## src/hw/uib_defs.vh

```
// constants for the uart interrupt, baud and dma-ready block
`ifndef UIB_DEFS_VH
`define UIB_DEFS_VH

// register byte offsets
`define UIB_OFS_IER        12'h000
`define UIB_OFS_ISR        12'h004
`define UIB_OFS_LSR        12'h008
`define UIB_OFS_DIV_LO     12'h00c
`define UIB_OFS_DIV_HI     12'h010
`define UIB_OFS_FRAC       12'h014
`define UIB_OFS_MCR        12'h018
`define UIB_OFS_FCR        12'h01c
`define UIB_OFS_TX_TRIG    12'h020
`define UIB_OFS_RX_TRIG    12'h024
`define UIB_OFS_FLOW_HI    12'h028
`define UIB_OFS_FLOW_LO    12'h02c
`define UIB_OFS_RHR        12'h030
`define UIB_OFS_THR        12'h034
`define UIB_OFS_LCR        12'h038

// field positions
`define UIB_IER_RX_BIT     0
`define UIB_IER_THRE_BIT   1
`define UIB_MCR_PRE4_BIT   7
`define UIB_FCR_EN_BIT     0
`define UIB_FCR_DMA_BIT    3
`define UIB_LSR_DR_BIT     0
`define UIB_LSR_OVR_BIT    1
`define UIB_LSR_THRE_BIT   5
`define UIB_LCR_STOP_BIT   2
`define UIB_LCR_PAR_BIT    3

// reset values
`define UIB_RST_BYTE       8'h00
`define UIB_RST_DIV_LO     8'h01
`define UIB_RST_FRAC       4'h0
`define UIB_RST_LCR        4'h3

// interrupt status codes
`define UIB_ISR_NONE       8'h01
`define UIB_ISR_THRE       8'h02
`define UIB_ISR_RXDATA     8'h04
`define UIB_ISR_TIMEOUT    8'h0c

// fifo sizes and fixed trigger tables
`define UIB_FIFO_NORMAL    8'd32
`define UIB_FIFO_EXT       8'd128
`define UIB_RX_TRIG_0      8'd8
`define UIB_RX_TRIG_1      8'd16
`define UIB_RX_TRIG_2      8'd24
`define UIB_RX_TRIG_3      8'd28

// timing: 16x ticks per bit, time-out in character times
`define UIB_TICKS_PER_BIT  5'd16
`define UIB_TIMEOUT_CHARS  10'd4
`define UIB_PRESCALE_SLOW  2'd3

`endif
```

## src/hw/uib_core.v

```verilog
// uart interrupt priority, receive time-out, rational baud generator, dma ready pins
`include "uib_defs.vh"

module uib_core (
  // clock and reset
  input  wire        clk_sys_in,
  input  wire        rst_n_in,
  // apb slave
  input  wire        psel_in,
  input  wire        penable_in,
  input  wire        pwrite_in,
  input  wire [11:0] paddr_in,
  input  wire [31:0] pwdata_in,
  output reg  [31:0] prdata_out,
  output reg         pready_out,
  output reg         pslverr_out,
  // serial datapath events
  input  wire        rx_stop_center_in,
  input  wire        tx_pop_in,
  // timing and status out
  output reg         baud16_tick_out,
  output reg         baud_tick_out,
  output reg         irq_out,
  output reg         rx_dma_ready_pin_out,
  output reg         tx_dma_ready_pin_out
);

  // software registers
  reg  [7:0]  interrupt_enable_reg;
  reg  [7:0]  divisor_low_byte;
  reg  [7:0]  divisor_high_byte;
  reg  [3:0]  fractional_prescale;
  reg  [7:0]  modem_control_reg;
  reg  [7:0]  fifo_control_reg;
  reg  [7:0]  tx_trigger_level;
  reg  [7:0]  rx_trigger_level;
  reg  [7:0]  flow_high_level;
  reg  [7:0]  flow_low_level;
  reg  [3:0]  line_ctrl_reg;
  // block state
  reg  [7:0]  rx_count;
  reg  [7:0]  tx_count;
  reg         thre_pending;
  reg         timeout_flag;
  reg         overrun_flag;
  reg  [9:0]  timeout_cnt;
  reg  [1:0]  pre_cnt;
  reg  [20:0] frac_acc;
  reg  [3:0]  tick16_cnt;
  reg         ext_mode_q;
  reg         fifo_en_q;
  // combinational
  wire        apb_access;
  wire        apb_do;
  wire        wr_do;
  wire        rd_do;
  wire        ext_mode;
  wire [7:0]  fifo_cap;
  reg  [7:0]  rx_trig;
  wire        size_change;
  wire        rhr_read;
  wire        isr_read;
  wire        lsr_read;
  wire        thr_write;
  wire        rx_push;
  wire        rx_pop;
  wire        tx_push;
  wire        tx_pop;
  reg  [7:0]  next_rx_count;
  reg  [7:0]  next_tx_count;
  wire        rx_int;
  wire        to_int;
  wire        thre_int;
  reg  [7:0]  isr_code;
  wire [15:0] divisor_n;
  wire [20:0] divisor_full;
  wire        pre_en;
  wire [20:0] acc_sum;
  reg  [5:0]  char_bits2;
  wire [9:0]  timeout_limit;
  reg  [31:0] rd_mux;
  reg         addr_ok;

  assign apb_access = psel_in & penable_in;
  // one wait state: pready is a flop, so the action edge is the second access edge
  assign apb_do     = apb_access & pready_out;
  assign wr_do      = apb_do & pwrite_in & addr_ok;
  assign rd_do      = apb_do & ~pwrite_in & addr_ok;
  assign rhr_read   = rd_do & (paddr_in == `UIB_OFS_RHR);
  assign isr_read   = rd_do & (paddr_in == `UIB_OFS_ISR);
  assign lsr_read   = rd_do & (paddr_in == `UIB_OFS_LSR);
  assign thr_write  = wr_do & (paddr_in == `UIB_OFS_THR);

  // fifo size
  assign ext_mode = (tx_trigger_level != 8'h00) | (rx_trigger_level != 8'h00) |
                    (flow_high_level != 8'h00) | (flow_low_level != 8'h00);
  assign fifo_cap = ext_mode ? `UIB_FIFO_EXT : `UIB_FIFO_NORMAL;
  // switching effective size or fifo enable empties both fifos
  assign size_change = (ext_mode != ext_mode_q) |
                       (fifo_control_reg[`UIB_FCR_EN_BIT] != fifo_en_q);

  always @* begin
    if (ext_mode) begin
      rx_trig = rx_trigger_level;
    end else begin
      case (fifo_control_reg[7:6])
        2'b00:   rx_trig = `UIB_RX_TRIG_0;
        2'b01:   rx_trig = `UIB_RX_TRIG_1;
        2'b10:   rx_trig = `UIB_RX_TRIG_2;
        default: rx_trig = `UIB_RX_TRIG_3;
      endcase
    end
  end

  // receive push past full is dropped and flagged as overrun; transmit push past full is dropped
  assign rx_push = rx_stop_center_in & (rx_count < fifo_cap);
  assign rx_pop  = rhr_read & (rx_count != 8'h00);
  assign tx_push = thr_write & (tx_count < fifo_cap);
  assign tx_pop  = tx_pop_in & (tx_count != 8'h00);

  always @* begin
    next_rx_count = rx_count;
    next_tx_count = tx_count;
    if (size_change) begin
      next_rx_count = 8'h00;
      next_tx_count = 8'h00;
    end else begin
      if (rx_push & ~rx_pop) begin
        next_rx_count = rx_count + 8'h01;
      end else if (rx_pop & ~rx_push) begin
        next_rx_count = rx_count - 8'h01;
      end
      if (tx_push & ~tx_pop) begin
        next_tx_count = tx_count + 8'h01;
      end else if (tx_pop & ~tx_push) begin
        next_tx_count = tx_count - 8'h01;
      end
    end
  end

  // interrupt sources
  assign rx_int   = interrupt_enable_reg[`UIB_IER_RX_BIT] &
                    (rx_count >= rx_trig) & (rx_count != 8'h00);
  assign to_int   = interrupt_enable_reg[`UIB_IER_RX_BIT] & timeout_flag;
  assign thre_int = interrupt_enable_reg[`UIB_IER_THRE_BIT] & thre_pending;

  // only the top pending source is visible
  always @* begin
    if (to_int) begin
      isr_code = `UIB_ISR_TIMEOUT;
    end else if (rx_int) begin
      isr_code = `UIB_ISR_RXDATA;
    end else if (thre_int) begin
      isr_code = `UIB_ISR_THRE;
    end else begin
      isr_code = `UIB_ISR_NONE;
    end
  end

  // baud generator: accumulator adds 16 per prescaled clock, wraps at 16n+m
  assign divisor_n    = {divisor_high_byte, divisor_low_byte};
  assign divisor_full = {1'b0, divisor_n, fractional_prescale};
  assign pre_en       = modem_control_reg[`UIB_MCR_PRE4_BIT] ?
                        (pre_cnt == `UIB_PRESCALE_SLOW) : 1'b1;
  assign acc_sum      = frac_acc + {16'h0000, `UIB_TICKS_PER_BIT};

  // character length in half bits: start + data + parity, then stop
  always @* begin
    char_bits2 = {1'b0, 4'd6 + {2'b00, line_ctrl_reg[1:0]}, 1'b0}
                 + {4'h0, line_ctrl_reg[`UIB_LCR_PAR_BIT], 1'b0};
    if (!line_ctrl_reg[`UIB_LCR_STOP_BIT]) begin
      char_bits2 = char_bits2 + 6'd2;
    end else if (line_ctrl_reg[1:0] == 2'b00) begin
      char_bits2 = char_bits2 + 6'd3;
    end else begin
      char_bits2 = char_bits2 + 6'd4;
    end
  end
  // 4 chars * half bits * 8 ticks per half bit
  assign timeout_limit = {1'b0, char_bits2, 3'b000} * `UIB_TIMEOUT_CHARS;

  // register read mux
  always @* begin
    rd_mux  = 32'h0000_0000;
    addr_ok = 1'b1;
    case (paddr_in)
      `UIB_OFS_IER:     rd_mux[7:0] = interrupt_enable_reg;
      `UIB_OFS_ISR:     rd_mux[7:0] = isr_code;
      `UIB_OFS_LSR: begin
        rd_mux[`UIB_LSR_DR_BIT]   = (rx_count != 8'h00);
        rd_mux[`UIB_LSR_OVR_BIT]  = overrun_flag;
        rd_mux[`UIB_LSR_THRE_BIT] = (tx_count == 8'h00);
      end
      `UIB_OFS_DIV_LO:  rd_mux[7:0] = divisor_low_byte;
      `UIB_OFS_DIV_HI:  rd_mux[7:0] = divisor_high_byte;
      `UIB_OFS_FRAC:    rd_mux[3:0] = fractional_prescale;
      `UIB_OFS_MCR:     rd_mux[7:0] = modem_control_reg;
      `UIB_OFS_FCR:     rd_mux[7:0] = fifo_control_reg;
      `UIB_OFS_TX_TRIG: rd_mux[7:0] = tx_trigger_level;
      `UIB_OFS_RX_TRIG: rd_mux[7:0] = rx_trigger_level;
      `UIB_OFS_FLOW_HI: rd_mux[7:0] = flow_high_level;
      `UIB_OFS_FLOW_LO: rd_mux[7:0] = flow_low_level;
      `UIB_OFS_RHR:     rd_mux[7:0] = rx_count;
      `UIB_OFS_THR:     rd_mux[7:0] = tx_count;
      `UIB_OFS_LCR:     rd_mux[3:0] = line_ctrl_reg;
      default:          addr_ok = 1'b0;
    endcase
  end

  // apb and register writes
  always @(posedge clk_sys_in) begin
    if (!rst_n_in) begin
      pready_out           <= 1'b0;
      prdata_out           <= 32'h0000_0000;
      pslverr_out          <= 1'b0;
      interrupt_enable_reg <= `UIB_RST_BYTE;
      divisor_low_byte     <= `UIB_RST_DIV_LO;
      divisor_high_byte    <= `UIB_RST_BYTE;
      fractional_prescale  <= `UIB_RST_FRAC;
      modem_control_reg    <= `UIB_RST_BYTE;
      fifo_control_reg     <= `UIB_RST_BYTE;
      tx_trigger_level     <= `UIB_RST_BYTE;
      rx_trigger_level     <= `UIB_RST_BYTE;
      flow_high_level      <= `UIB_RST_BYTE;
      flow_low_level       <= `UIB_RST_BYTE;
      line_ctrl_reg        <= `UIB_RST_LCR;
    end else begin
      pready_out  <= apb_access & ~pready_out;
      pslverr_out <= apb_access & ~pready_out & ~addr_ok;
      if (apb_access & ~pready_out & ~pwrite_in) begin
        prdata_out <= rd_mux;
      end
      if (wr_do) begin
        case (paddr_in)
          `UIB_OFS_IER:     interrupt_enable_reg <= pwdata_in[7:0];
          `UIB_OFS_DIV_LO:  divisor_low_byte     <= pwdata_in[7:0];
          `UIB_OFS_DIV_HI:  divisor_high_byte    <= pwdata_in[7:0];
          `UIB_OFS_FRAC:    fractional_prescale  <= pwdata_in[3:0];
          `UIB_OFS_MCR:     modem_control_reg    <= pwdata_in[7:0];
          `UIB_OFS_FCR:     fifo_control_reg     <= pwdata_in[7:0];
          `UIB_OFS_TX_TRIG: tx_trigger_level     <= pwdata_in[7:0];
          `UIB_OFS_RX_TRIG: rx_trigger_level     <= pwdata_in[7:0];
          `UIB_OFS_FLOW_HI: flow_high_level      <= pwdata_in[7:0];
          `UIB_OFS_FLOW_LO: flow_low_level       <= pwdata_in[7:0];
          `UIB_OFS_LCR:     line_ctrl_reg        <= pwdata_in[3:0];
          default:          line_ctrl_reg        <= line_ctrl_reg;
        endcase
      end
    end
  end

  // fifo levels, flags, time-out
  always @(posedge clk_sys_in) begin
    if (!rst_n_in) begin
      rx_count     <= 8'h00;
      tx_count     <= 8'h00;
      thre_pending <= 1'b1;
      timeout_flag <= 1'b0;
      overrun_flag <= 1'b0;
      timeout_cnt  <= 10'h000;
      ext_mode_q   <= 1'b0;
      fifo_en_q    <= 1'b0;
    end else begin
      rx_count   <= next_rx_count;
      tx_count   <= next_tx_count;
      ext_mode_q <= ext_mode;
      fifo_en_q  <= fifo_control_reg[`UIB_FCR_EN_BIT];
      // set wins: transmit fifo draining to empty beats a clear in the same cycle
      if ((next_tx_count == 8'h00) & (tx_count != 8'h00)) begin
        thre_pending <= 1'b1;
      end else if (thr_write | (isr_read & (isr_code == `UIB_ISR_THRE))) begin
        thre_pending <= 1'b0;
      end
      if (rx_stop_center_in & ~rx_push) begin
        overrun_flag <= 1'b1;
      end else if (lsr_read) begin
        overrun_flag <= 1'b0;
      end
      // counter runs only with data waiting, so an empty fifo never times out
      if (rx_stop_center_in | rhr_read | (rx_count == 8'h00)) begin
        timeout_cnt <= 10'h000;
      end else if (baud16_tick_out & (timeout_cnt < timeout_limit)) begin
        timeout_cnt <= timeout_cnt + 10'h001;
      end
      if ((timeout_cnt >= timeout_limit) & (next_rx_count != 8'h00) &
          ~rx_stop_center_in & ~rhr_read) begin
        timeout_flag <= 1'b1;
      end else if (rhr_read | rx_stop_center_in | (next_rx_count == 8'h00)) begin
        timeout_flag <= 1'b0;
      end
    end
  end

  // baud generator, shared by transmitter and receiver
  always @(posedge clk_sys_in) begin
    if (!rst_n_in) begin
      pre_cnt         <= 2'b00;
      frac_acc        <= 21'h000000;
      tick16_cnt      <= 4'h0;
      baud16_tick_out <= 1'b0;
      baud_tick_out   <= 1'b0;
    end else begin
      pre_cnt         <= pre_cnt + 2'b01;
      baud16_tick_out <= 1'b0;
      baud_tick_out   <= 1'b0;
      // a zero integer divisor is outside range: generator stays idle
      if (divisor_n == 16'h0000) begin
        frac_acc <= 21'h000000;
      end else if (pre_en) begin
        if (acc_sum >= divisor_full) begin
          frac_acc        <= acc_sum - divisor_full;
          baud16_tick_out <= 1'b1;
          tick16_cnt      <= tick16_cnt + 4'h1;
          if (tick16_cnt == 4'hf) begin
            baud_tick_out <= 1'b1;
          end
        end else begin
          frac_acc <= acc_sum;
        end
      end
    end
  end

  // interrupt and dma ready pins
  always @(posedge clk_sys_in) begin
    if (!rst_n_in) begin
      irq_out              <= 1'b0;
      rx_dma_ready_pin_out <= 1'b1;
      tx_dma_ready_pin_out <= 1'b0;
    end else begin
      irq_out <= (isr_code != `UIB_ISR_NONE);
      if (!fifo_control_reg[`UIB_FCR_DMA_BIT]) begin
        rx_dma_ready_pin_out <= (next_rx_count == 8'h00);
        tx_dma_ready_pin_out <= (next_tx_count != 8'h00);
      end else begin
        if (next_rx_count == 8'h00) begin
          rx_dma_ready_pin_out <= 1'b1;
        end else if ((next_rx_count >= rx_trig) | timeout_flag) begin
          rx_dma_ready_pin_out <= 1'b0;
        end
        if (next_tx_count >= fifo_cap) begin
          tx_dma_ready_pin_out <= 1'b1;
        end else begin
          tx_dma_ready_pin_out <= 1'b0;
        end
      end
    end
  end

endmodule // uib_core

```

## config.mk

```make
export PLATFORM = sky130hd
export DESIGN_NAME = uib_core
export DESIGN_NICKNAME = d
export VERILOG_FILES = /design/src/hw/uib_core.v
export VERILOG_INCLUDE_DIRS = /design/src /design/src/hw
export SDC_FILE = /design/constraint.sdc
export NUM_CORES = 1
export LEC_CHECK = 0
export ABC_CLOCK_PERIOD_IN_PS = 7750
export BUFFER_PORTS_ARGS = -buffer_cell sky130_fd_sc_hd__clkbuf_2
export CORE_UTILIZATION = 40
export DETAILED_ROUTE_END_ITERATION = 8
export GPL_ROUTABILITY_DRIVEN = 0
export GPL_TIMING_DRIVEN = 1
export PLACE_DENSITY = 0.65
export SLEW_MARGIN = 15
export SYNTH_ARGS = -nofsm -noshare
export SYNTH_HDL_FRONTEND = slang
export SYNTH_SLANG_ARGS = --single-unit
```

## constraint.sdc

```tcl
create_clock -name clk_sys_in -period 7.75 [get_ports clk_sys_in]
set_clock_uncertainty 0.15 [all_clocks]
set_input_delay 0.775 -clock clk_sys_in [delete_from_list [all_inputs] [get_ports clk_sys_in]]
set_output_delay 0.775 -clock clk_sys_in [all_outputs]
set_load 0.005 [all_outputs]
```

==> flow_summary_export.csv, run 1 <==
group,metric,value,unit
drt,drc,0,
synthesis,syn_area,0.00966,sq mm
drt,first_iter_violations,1082,
cells_and_area,final_area,0.0106,sq mm
cts,postCtsSetupBuffers,0,
drt,dr_total_vias,9038,
drt,antenna_left,0,
die,fp-row-count,56,
die,die-height,157,um
cells_and_area,largest_reg_flops,21,
worst_setup_path,crit_arrival,4.93,ns
cells_and_area,largest_register,"frac_acc",
synthesis,yosysWarnings,0,
grt,antenna_found_initial,0,
grt,overflow,0,
worst_setup_path,ff2ff_setup_slack,3.02,ns
cells_and_area,reg_top3,"frac_acc: 21 flops, timeout_cnt: 10 flops",
grt,grt_usage,22.7,%
worst_setup_path,r2r-end,"tick16_cnt[3]$_SDFFE_PN0P_",
synthesis,synth-edff-count,0,
cells_and_area,area_delta_synth_final,9.87,%
timing,fin_crit_sh,61.0,%
cells_and_area,fin_nets,1343,
synthesis,synth.avg_cell_area,7.91,sq um
run_status,outcome,"completed",
grt,grt_pass1_vias,8107,
cts,cts_tree,"yes",
pwr,vdd_ir_drop_max,160,uV
worst_setup_path,max_stage_delay,0.71,ns
timing,tightest_slew,1.05,ns
placed_design,io_buffers,41,
pwr,power_density,230,mW/mm^2
min_path,min-delay-path-class,"reg -> reg",
cts,cts_max_level,4,
cells_and_area,n_antenna_cell,0,
synthesis,async_reset_ff_share,0,%
cts,insertion_delay,0.43,ns
cells_and_area,layout-drive-gt1-share,8.75,%
cts,cts_root_buffer,"clkbuf_16",
die,core-area,0.0235,sq mm
pwr,p_leak,3.98,nW
synthesis,synth-seq-cells,153,
worst_setup_path,critPathMaxFanout,22,
min_path,min_from,"pre_cnt[0]$_SDFF_PN0_",
synthesis,yosysSeqAreaShare,31.7,%
timing,hold_ws,0.273,ns
timing,rsz0062_at_grt,"false",
cts,cts-resized-gates,0,
cts,cts_sinks,153,
cts,ctsHoldBuffers,0,
grt,grt_pass1_wl,43.6,mm
drt,wl_per_cell,17.6,um
worst_setup_path,reg2reg_from,"frac_acc[6]$_SDFFE_PP0N_",
worst_setup_path,slowest_stage,"nor4_1",
worst_setup_path,worst-path-stages,15,
worst_setup_path,cp_cell_sequence,"nand3_1 -> nor4_1 -> and3_1 -> nand3_1 -> xnor2_1 -> ha_1 -> a21o_1 -> nand2_1 -> a21bo_2 -> and4b_1 -> o21a_1 -> o21ba_2 -> nand3_1 -> or3_1 -> a21oi_1",
drt,routed_via_density,5.78,
worst_setup_path,critical_path.most_common_cell,"nand3_1",
worst_setup_path,critPathBufInv,0,
die,io-pin-count,90,
synthesis,synth_top_flop_cell,"dfxtp_1",
placed_design,dpl_cell_area,0.0100,sq mm
timing,final.setup.tns,0,ns
timing,hold_violations,0,
cts,clockBufferDepth,2,
worst_setup_path,crit_start,"frac_acc[6]$_SDFFE_PP0N_",
die,initial_core_util,41.0,%
timing,period_minus_slack,4.73,ns
die,fp.dieW,157,um
synthesis,synthCells,1220,
grt,grt_max_degree,94,
die,dieArea,0.0248,sq mm
placed_design,dpl.hpwl,20.2,mm
timing,fmax,211,MHz
worst_setup_path,crit_family,"simple AND/OR/NAND/NOR gates",
worst_setup_path,critPathCaptureType,"register",
worst_setup_path,critPathKind,"reg -> reg",
timing,slew_headroom,29.2,%
timing,setup_viol,0,
synthesis,synth_cell_types,85,
worst_setup_path,cp-endpoint,"tick16_cnt[3]$_SDFFE_PN0P_",
worst_setup_path,critPathLaunchType,"register",
drt,first_pass_iters,6,
drt,wl,27.6,mm
timing,maxSlewViolCount,0,
worst_setup_path,reg2regPathDepth,15,
flow_run,maxCapViolCount,0,
pwr,power,2.44,mW
cells_and_area,finish.utilization,45.1,%
cts,numCtsBuffers,17,
worst_setup_path,crit_required,7.95,ns
cts,clk_pin_slew_worst_paths,0.06,ns
cells in the mapped netlist (6+ instances only):
cell	n	area, sq um
a211oi_1	14	105
a21o_1	12	90.1
a21oi_1	93	465
a221oi_1	7	61.3
a222oi_1	14	140
a22oi_1	20	150
a31oi_1	7	43.8
and2_1	15	93.8
and3_1	12	75.1
and4_1	10	87.6
buf_2	6	30.0
buf_4	26	195
clkbuf_1	37	139
dfxtp_1	153	3060
ha_1	57	713
inv_1	61	229
mux2i_1	48	480
nand2_1	183	687
nand2b_1	15	93.8
nand3_1	32	160
nand3b_1	6	45.0
nand4_1	20	125
nor2_1	107	402
nor2b_1	10	62.6
nor3_1	21	105
nor4_1	18	113
o21ai_0	42	210
o22ai_1	7	43.8
o31ai_1	6	45.0
or2_2	6	37.5
or3_1	15	93.8
or4_1	7	52.6
xnor2_1	30	263
xor2_1	13	114
kinds of logic after synthesis:
logic type	Yosys count	synth area share, %
adder cells (fa/ha/maj)	59	7.70
flip-flops	153	31.7
AND/OR/NAND/NOR	503	25.8
XOR/XNOR	43	3.90
other	1	0.0388
multiplexers	50	5.25
AO/OA/AOI/OAI	275	19.2
buffers and inverters	136	6.38
worst min-delay path by stage:
stage | end | slack (ns) | depth (start not counted)
after detailed placement | pre_cnt[0]$_SDFF_PN0_ | 0.26 | 1
after floorplan | pre_cnt[0]$_SDFF_PN0_ | 0.25 | 1
after global routing | pre_cnt[0]$_SDFF_PN0_ | 0.29 | 1
final | pre_cnt[0]$_SDFF_PN0_ | 0.27 | 1
after CTS | pre_cnt[0]$_SDFF_PN0_ | 0.27 | 1
after global placement | pre_cnt[0]$_SDFF_PN0_ | 0.26 | 1
power by group:
group | internal (mW) | switching [mW] | leakage (nW)
registers | 0.833 | 0.0740 | 1.24
logic | 0.285 | 0.376 | 2.45
clock network | 0.516 | 0.354 | 0.285
metal layers:
metal,part of all wire [%],vias up,global-route usage (%)
li1,-,4368,-
met1,45,4224,31.6
met2,44,399,34.6
met3,9.3,47,4.93
met4,2.1,0,7.26
met5,0,-,0
per-stage QoR:
stage	setup slack (ns)	cells
3_5_place_dp	3.05	1534
2_1_floorplan	3.75	1243
3_3_place_gp	3.14	1534
4_1_cts	3.04	1565
6_report	3.02	1565
5_1_grt	2.63	1565
final cells by class:
cell class,count,area (sq um)
Clock buffer,18,439
Multi-Input combinational cell,954,6060
Inverter,62,233
Clock inverter,13,169
Tap cell,319,399
Sequential cell,153,3060
Timing Repair Buffer,46,243
Fill cell,2339,12900
placed cells by master, fill, tap and decap left out, drive strengths merged, types with 6 or more instances in the layout:
master	n
a211oi	15
a21o	12
a21oi	93
a221oi	7
a222oi	14
a22oi	20
a31oi	7
and2	15
and3	13
and4	10
clkbuf	59
conb	24
dfxtp	153
ha	57
inv	63
mux2i	48
nand2	184
nand2b	15
nand3	34
nand3b	6
nand4	20
nor2	109
nor2b	10
nor3	27
nor4	20
o211ai	6
o21ai	45
o22ai	7
o31ai	6
or2	6
or3	15
or4	7
xnor2	30
xor2	13
(Power assumes the default switching activity.)
==> run 2: changes to the inputs <==
Settings changed: ABC_CLOCK_PERIOD_IN_PS 7750 to 4700.
Clock period 7.75 ns to 4.7 ns, I/O delays scaled along.
==> flow_summary_export.csv, run 2 (same netlist as run 1, synthesis figures left out) <==
group,metric,value,unit
run_status,outcome,"completed",
placed_design,pre_cts_slack,0.412,ns
pwr,internal-power,2.68,mW
worst_setup_path,ff2ff_setup_slack,0.38,ns
pwr,p_leak,4.03,nW
placed_design,dpl.hpwl,20.7,mm
cts,insertion_delay,0.44,ns
worst_setup_path,critPathMaxFanout,14,
min_path,min_from,"penable_in",
grt,grt_pass1_wl,44.4,mm
pwr,seq_power_share,37.2,%
cts,postCtsSetupBuffers,0,
drt,antenna_left,0,
worst_setup_path,max_stage_delay,0.48,ns
die,die-height,157,um
min_path,holdPathEnd,"pready_out$_SDFF_PN0_",
cells_and_area,final_common_cell,"nand2_1",
grt,antenna_found_initial,0,
grt,grt_usage,23.2,%
drt,first_iter_violations,1036,
worst_setup_path,critPathBufInv,0,
min_path,whs_path_depth,3,
cells_and_area,final_cell_mix,"183 x nand2_1, 153 x dfxtp_1, 107 x nor2_1",
cts,clockBufferDepth,2,
grt,overflow,0,
worst_setup_path,critPathKind,"reg -> reg",
cells_and_area,largest_register,"frac_acc",
die,fp-row-count,56,
worst_setup_path,r2r-end,"frac_acc[20]$_SDFFE_PP0N_",
die,initial_core_util,41.0,%
cells_and_area,fin_nets,1353,
cts,ctsHoldBuffers,0,
pwr,vdd_ir_drop_max,262,uV
worst_setup_path,reg2reg_from,"frac_acc[5]$_SDFFE_PP0N_",
worst_setup_path,crit_arrival,4.54,ns
timing,fmax,232,MHz
cts,cts_root_buffer,"clkbuf_16",
cts,clk_pin_slew_worst_paths,0.07,ns
pwr,switching_share,33.5,%
cts,cts_sinks,153,
die,io-pin-count,90,
timing,final.setup.tns,0,ns
die,fp.dieW,157,um
cts,numCtsBuffers,17,
drt,drc,0,
timing,fin_crit_sh,91.9,%
timing,period_minus_slack,4.32,ns
timing,tightest_slew,0.970,ns
worst_setup_path,crit_required,4.92,ns
timing,setup_viol,0,
cells_and_area,finish.utilization,45.4,%
die,dieArea,0.0248,sq mm
worst_setup_path,cp_cell_sequence,"ha_1 -> nand3_2 -> or3_1 -> nor2_1 -> nand3_1 -> nor2_1 -> xor2_1 -> ha_1 -> nand2_1 -> a21bo_2 -> and4b_1 -> o21a_1 -> o21bai_4 -> a2111oi_2 -> mux2i_1 -> mux2i_1",
pwr,p_clk_share,35.3,%
timing,hold_violations,0,
placed_design,dpl_cell_area,0.0101,sq mm
cts,cts-resized-gates,0,
cts,cts_max_level,4,
die,core-area,0.0235,sq mm
worst_setup_path,critPathLaunchType,"register",
drt,wl_per_cell,18.0,um
cells_and_area,n_fill_cell,2394,
drt,dr_total_vias,9129,
cells_and_area,n_antenna_cell,0,
drt,wl,28.3,mm
cells_and_area,layout-drive-gt1-share,9.47,%
worst_setup_path,critPathCaptureType,"register",
worst_setup_path,slowest_stage,"a2111oi_2",
grt,grt_pass1_vias,8120,
worst_setup_path,crit_family,"simple AND/OR/NAND/NOR gates",
pwr,power_switching,1.35,mW
cells_and_area,reg_top3,"frac_acc: 21 flops, timeout_cnt: 10 flops",
placed_design,io_buffers,41,
pwr,power_density,377,mW/mm^2
timing,maxSlewViolCount,0,
min_path,min-delay-path-class,"in -> reg",
timing,rsz0062_at_grt,"false",
drt,routed_via_density,5.79,
timing,slew_headroom,34.8,%
worst_setup_path,reg2regPathDepth,16,
pwr,p_comb_share,27.5,%
cells_and_area,largest_reg_flops,21,
timing,hold_ws,0.190,ns
flow_run,maxCapViolCount,0,
timing,postLayoutSetupSlackWorst,0.383,ns
grt,grt_max_degree,59,
cells_and_area,final_area,0.0107,sq mm
cts,cts_tree,"yes",
drt,first_pass_iters,8,
cells_and_area,area_delta_synth_final,10.7,%
## run 2: power groups by stage
stage	Combinational [mW]	Clock, mW	Sequential [mW]
2_1_floorplan	0.885	0	1.47
3_3_place_gp	1.06	0	1.52
3_5_place_dp	1.08	0	1.52
4_1_cts	1.09	1.44	1.49
5_1_grt	1.23	1.49	1.50
6_report	1.11	1.42	1.49
## run 2: worst min-delay path, cell delays in order
cell	delay (ns)
clkbuf_2	0.09
nand2_1	0.10
nor3_1	0.07
## run 2: cell type report
type                            instances  area [sq um]  share of cell area (%)
Sequential cell                       153          3060                    28.7
Inverter                               62           233                    2.18
Timing Repair Buffer                   56           318                    2.97
Multi-Input combinational cell        954          6060                    56.8
Clock inverter                         11           138                    1.29
Clock buffer                           21           470                    4.40
Tap cell                              319           399                    3.74
## run 2: worst max-delay path by stage
stage	depth (start not counted)	to	startpoint	slack, ns
5_1_grt	16	frac_acc[20]$_SDFFE_PP0N_	frac_acc[5]$_SDFFE_PP0N_	0.02
3_5_place_dp	16	frac_acc[20]$_SDFFE_PP0N_	frac_acc[5]$_SDFFE_PP0N_	0.41
4_1_cts	16	frac_acc[20]$_SDFFE_PP0N_	frac_acc[5]$_SDFFE_PP0N_	0.39
2_1_floorplan	17	frac_acc[20]$_SDFFE_PP0N_	frac_acc[4]$_SDFFE_PP0N_	0.84
3_3_place_gp	16	frac_acc[20]$_SDFFE_PP0N_	frac_acc[5]$_SDFFE_PP0N_	0.48
6_report	16	frac_acc[20]$_SDFFE_PP0N_	frac_acc[5]$_SDFFE_PP0N_	0.38
## run 2: metal layers
metal / up-vias / track usage [%] / wire (um)
met3: 52 / 5.34 / 2510
met4: 0 / 7.81 / 622
met2: 389 / 35.7 / 12300
met1: 4295 / 31.6 / 12800
li1: 4393 / - / -
met5: - / 0 / 0
## run 2: per-stage QoR
step	instances	total power [mW]
after global routing	1576	4.23
after CTS	1576	4.02
after floorplan	1243	2.35
after detailed placement	1544	2.60
after global placement	1544	2.58
final	1576	4.02
==> run 3: changes to the inputs <==
Settings changed: PLACE_DENSITY 0.65 to default, PLACE_DENSITY_LB_ADDON from default to 0.15.
==> flow_summary_export.csv, run 3 (same netlist as run 1, synthesis figures left out) <==
group,metric,value,unit
timing,setup_viol,0,
cts,clk_pin_slew_worst_paths,0.07,ns
drt,routed_via_density,5.70,
cells_and_area,final_area,0.0107,sq mm
cells_and_area,largest_register,"frac_acc",
cts,cts_root_buffer,"clkbuf_16",
pwr,vdd_ir_drop_max,220,uV
worst_setup_path,critPathCaptureType,"register",
timing,final.setup.tns,0,ns
cts,cts_sinks,153,
worst_setup_path,crit_arrival,4.47,ns
cts,cts_max_level,4,
die,io-pin-count,90,
drt,drc,0,
cells_and_area,final_common_cell,"nand2_1",
timing,postLayoutSetupSlackWorst,0.398,ns
timing,fin_crit_sh,91.5,%
pwr,p_leak,4.06,nW
pwr,power_switching,1.38,mW
pwr,p_clk_share,35.9,%
grt,overflow,0,
timing,maxSlewViolCount,0,
placed_design,pre_cts_slack,0.445,ns
cells_and_area,n_antenna_cell,0,
min_path,min-delay-path-class,"in -> reg",
timing,tightest_slew,1.04,ns
die,fp.dieW,157,um
pwr,switching_share,34.0,%
cts,cts_tree,"yes",
cts,numCtsBuffers,17,
grt,grt_pass1_wl,46.2,mm
cts,insertion_delay,0.43,ns
cells_and_area,area_delta_synth_final,11.0,%
run_status,outcome,"completed",
timing,hold_violations,0,
pwr,power_density,378,mW/mm^2
cells_and_area,layout-drive-gt1-share,9.76,%
worst_setup_path,critPathMaxFanout,14,
pwr,p_comb_share,27.3,%
cells_and_area,reg_top3,"frac_acc: 21 flops, timeout_cnt: 10 flops",
flow_run,maxCapViolCount,0,
placed_design,dpl.hpwl,22.0,mm
grt,grt_pass1_vias,8208,
pwr,internal-power,2.68,mW
grt,grt_max_degree,84,
cells_and_area,fin_nets,1356,
placed_design,dpl_cell_area,0.0101,sq mm
drt,first_pass_iters,8,
timing,rsz0062_at_grt,"false",
pwr,power,4.05,mW
placed_design,io_buffers,41,
die,initial_core_util,41.0,%
worst_setup_path,critPathLaunchType,"register",
drt,wl_per_cell,18.7,um
cts,ctsHoldBuffers,0,
cells_and_area,final_cell_mix,"183 x nand2_1, 153 x dfxtp_1, 107 x nor2_1",
grt,grt_usage,24.3,%
die,fp-row-count,56,
cts,postCtsSetupBuffers,0,
drt,wl,29.6,mm
cts,clockBufferDepth,2,
cells_and_area,largest_reg_flops,21,
drt,antenna_left,0,
pwr,seq_power_share,36.8,%
timing,slew_headroom,30.3,%
die,core-area,0.0235,sq mm
timing,period_minus_slack,4.30,ns
worst_setup_path,crit_required,4.87,ns
grt,antenna_found_initial,1,
drt,dr_total_vias,9008,
die,dieArea,0.0248,sq mm
die,die-height,157,um
worst_setup_path,critPathKind,"reg -> reg",
timing,fmax,232,MHz
drt,first_iter_violations,728,
cts,cts-resized-gates,0,
==> run 3: cell types whose count changed in the layout (fill, tap and decap cells not counted) <==
cell,previous run,this run
inv_6,3,6
clkbuf_8,3,1
clkinv_4,5,1
clkinv_8,0,1
buf_4,15,18
clkbuf_1,1,0
inv_8,0,3
==> run 3: metrics by stage <==
step                hold slack [ns]  utilization (%)  cells
detailed placement            0.269             42.9   1547
CTS                           0.182             45.5   1579
global route                  0.205             45.5   1579
floorplan                     0.249                -   1243
finish                        0.194             45.5   1579
global placement              0.265             42.9   1547
==> run 3: critical path: stages, from the launching register on <==
cell      delay (ns)
dfxtp_1         0.37
ha_1            0.26
nand3_2         0.17
or3_1           0.43
nor2_1          0.19
nand3_1         0.20
nor2_1          0.18
xor2_1          0.23
ha_1            0.33
nand2_1         0.10
a21bo_2         0.15
and4b_1         0.21
nand3_1         0.13
o21bai_4        0.38
nor2_2          0.13
buf_4           0.18
and3_1          0.20
and4_1          0.20
==> run 3: power by group through the flow <==
stage | clock network [mW] | logic, mW | registers (mW)
floorplan | 0 | 0.885 | 1.47
global placement | 0 | 1.09 | 1.52
detailed placement | 0 | 1.10 | 1.52
CTS | 1.48 | 1.10 | 1.49
global route | 1.53 | 1.23 | 1.50
finish | 1.45 | 1.11 | 1.49
==> run 3: path summary, 6_finish.rpt <==
kind,from,endpoint,slack [ns],cells after the start
min reg2reg,pre_cnt[0]$_SDFF_PN0_,pre_cnt[0]$_SDFF_PN0_,0.28,1
min,penable_in,pready_out$_SDFF_PN0_,0.19,3
max,frac_acc[5]$_SDFFE_PP0N_,baud_tick_out$_SDFF_PP0_,0.40,17
max reg2reg,frac_acc[5]$_SDFFE_PP0N_,baud_tick_out$_SDFF_PP0_,0.40,17
==> run 3: layout make-up <==
class | count | area [sq um]
inverters | 62 | 233
repair buffers | 59 | 340
flip-flops and latches | 153 | 3060
well taps | 319 | 399
fillers | 2403 | 12800
clock buffers | 18 | 439
clock inverters | 14 | 179
multi-input cells | 954 | 6060
==> run 3: routing by layer <==
metal	share of wire [%]	vias up	routed length, um	track usage [%]
li1	-	4397	-	-
met1	49	4301	14500	35.2
met2	43	270	12600	36.9
met3	7.0	38	2070	4.96
met4	1.4	2	412	5.27
met5	0.041	-	12	0
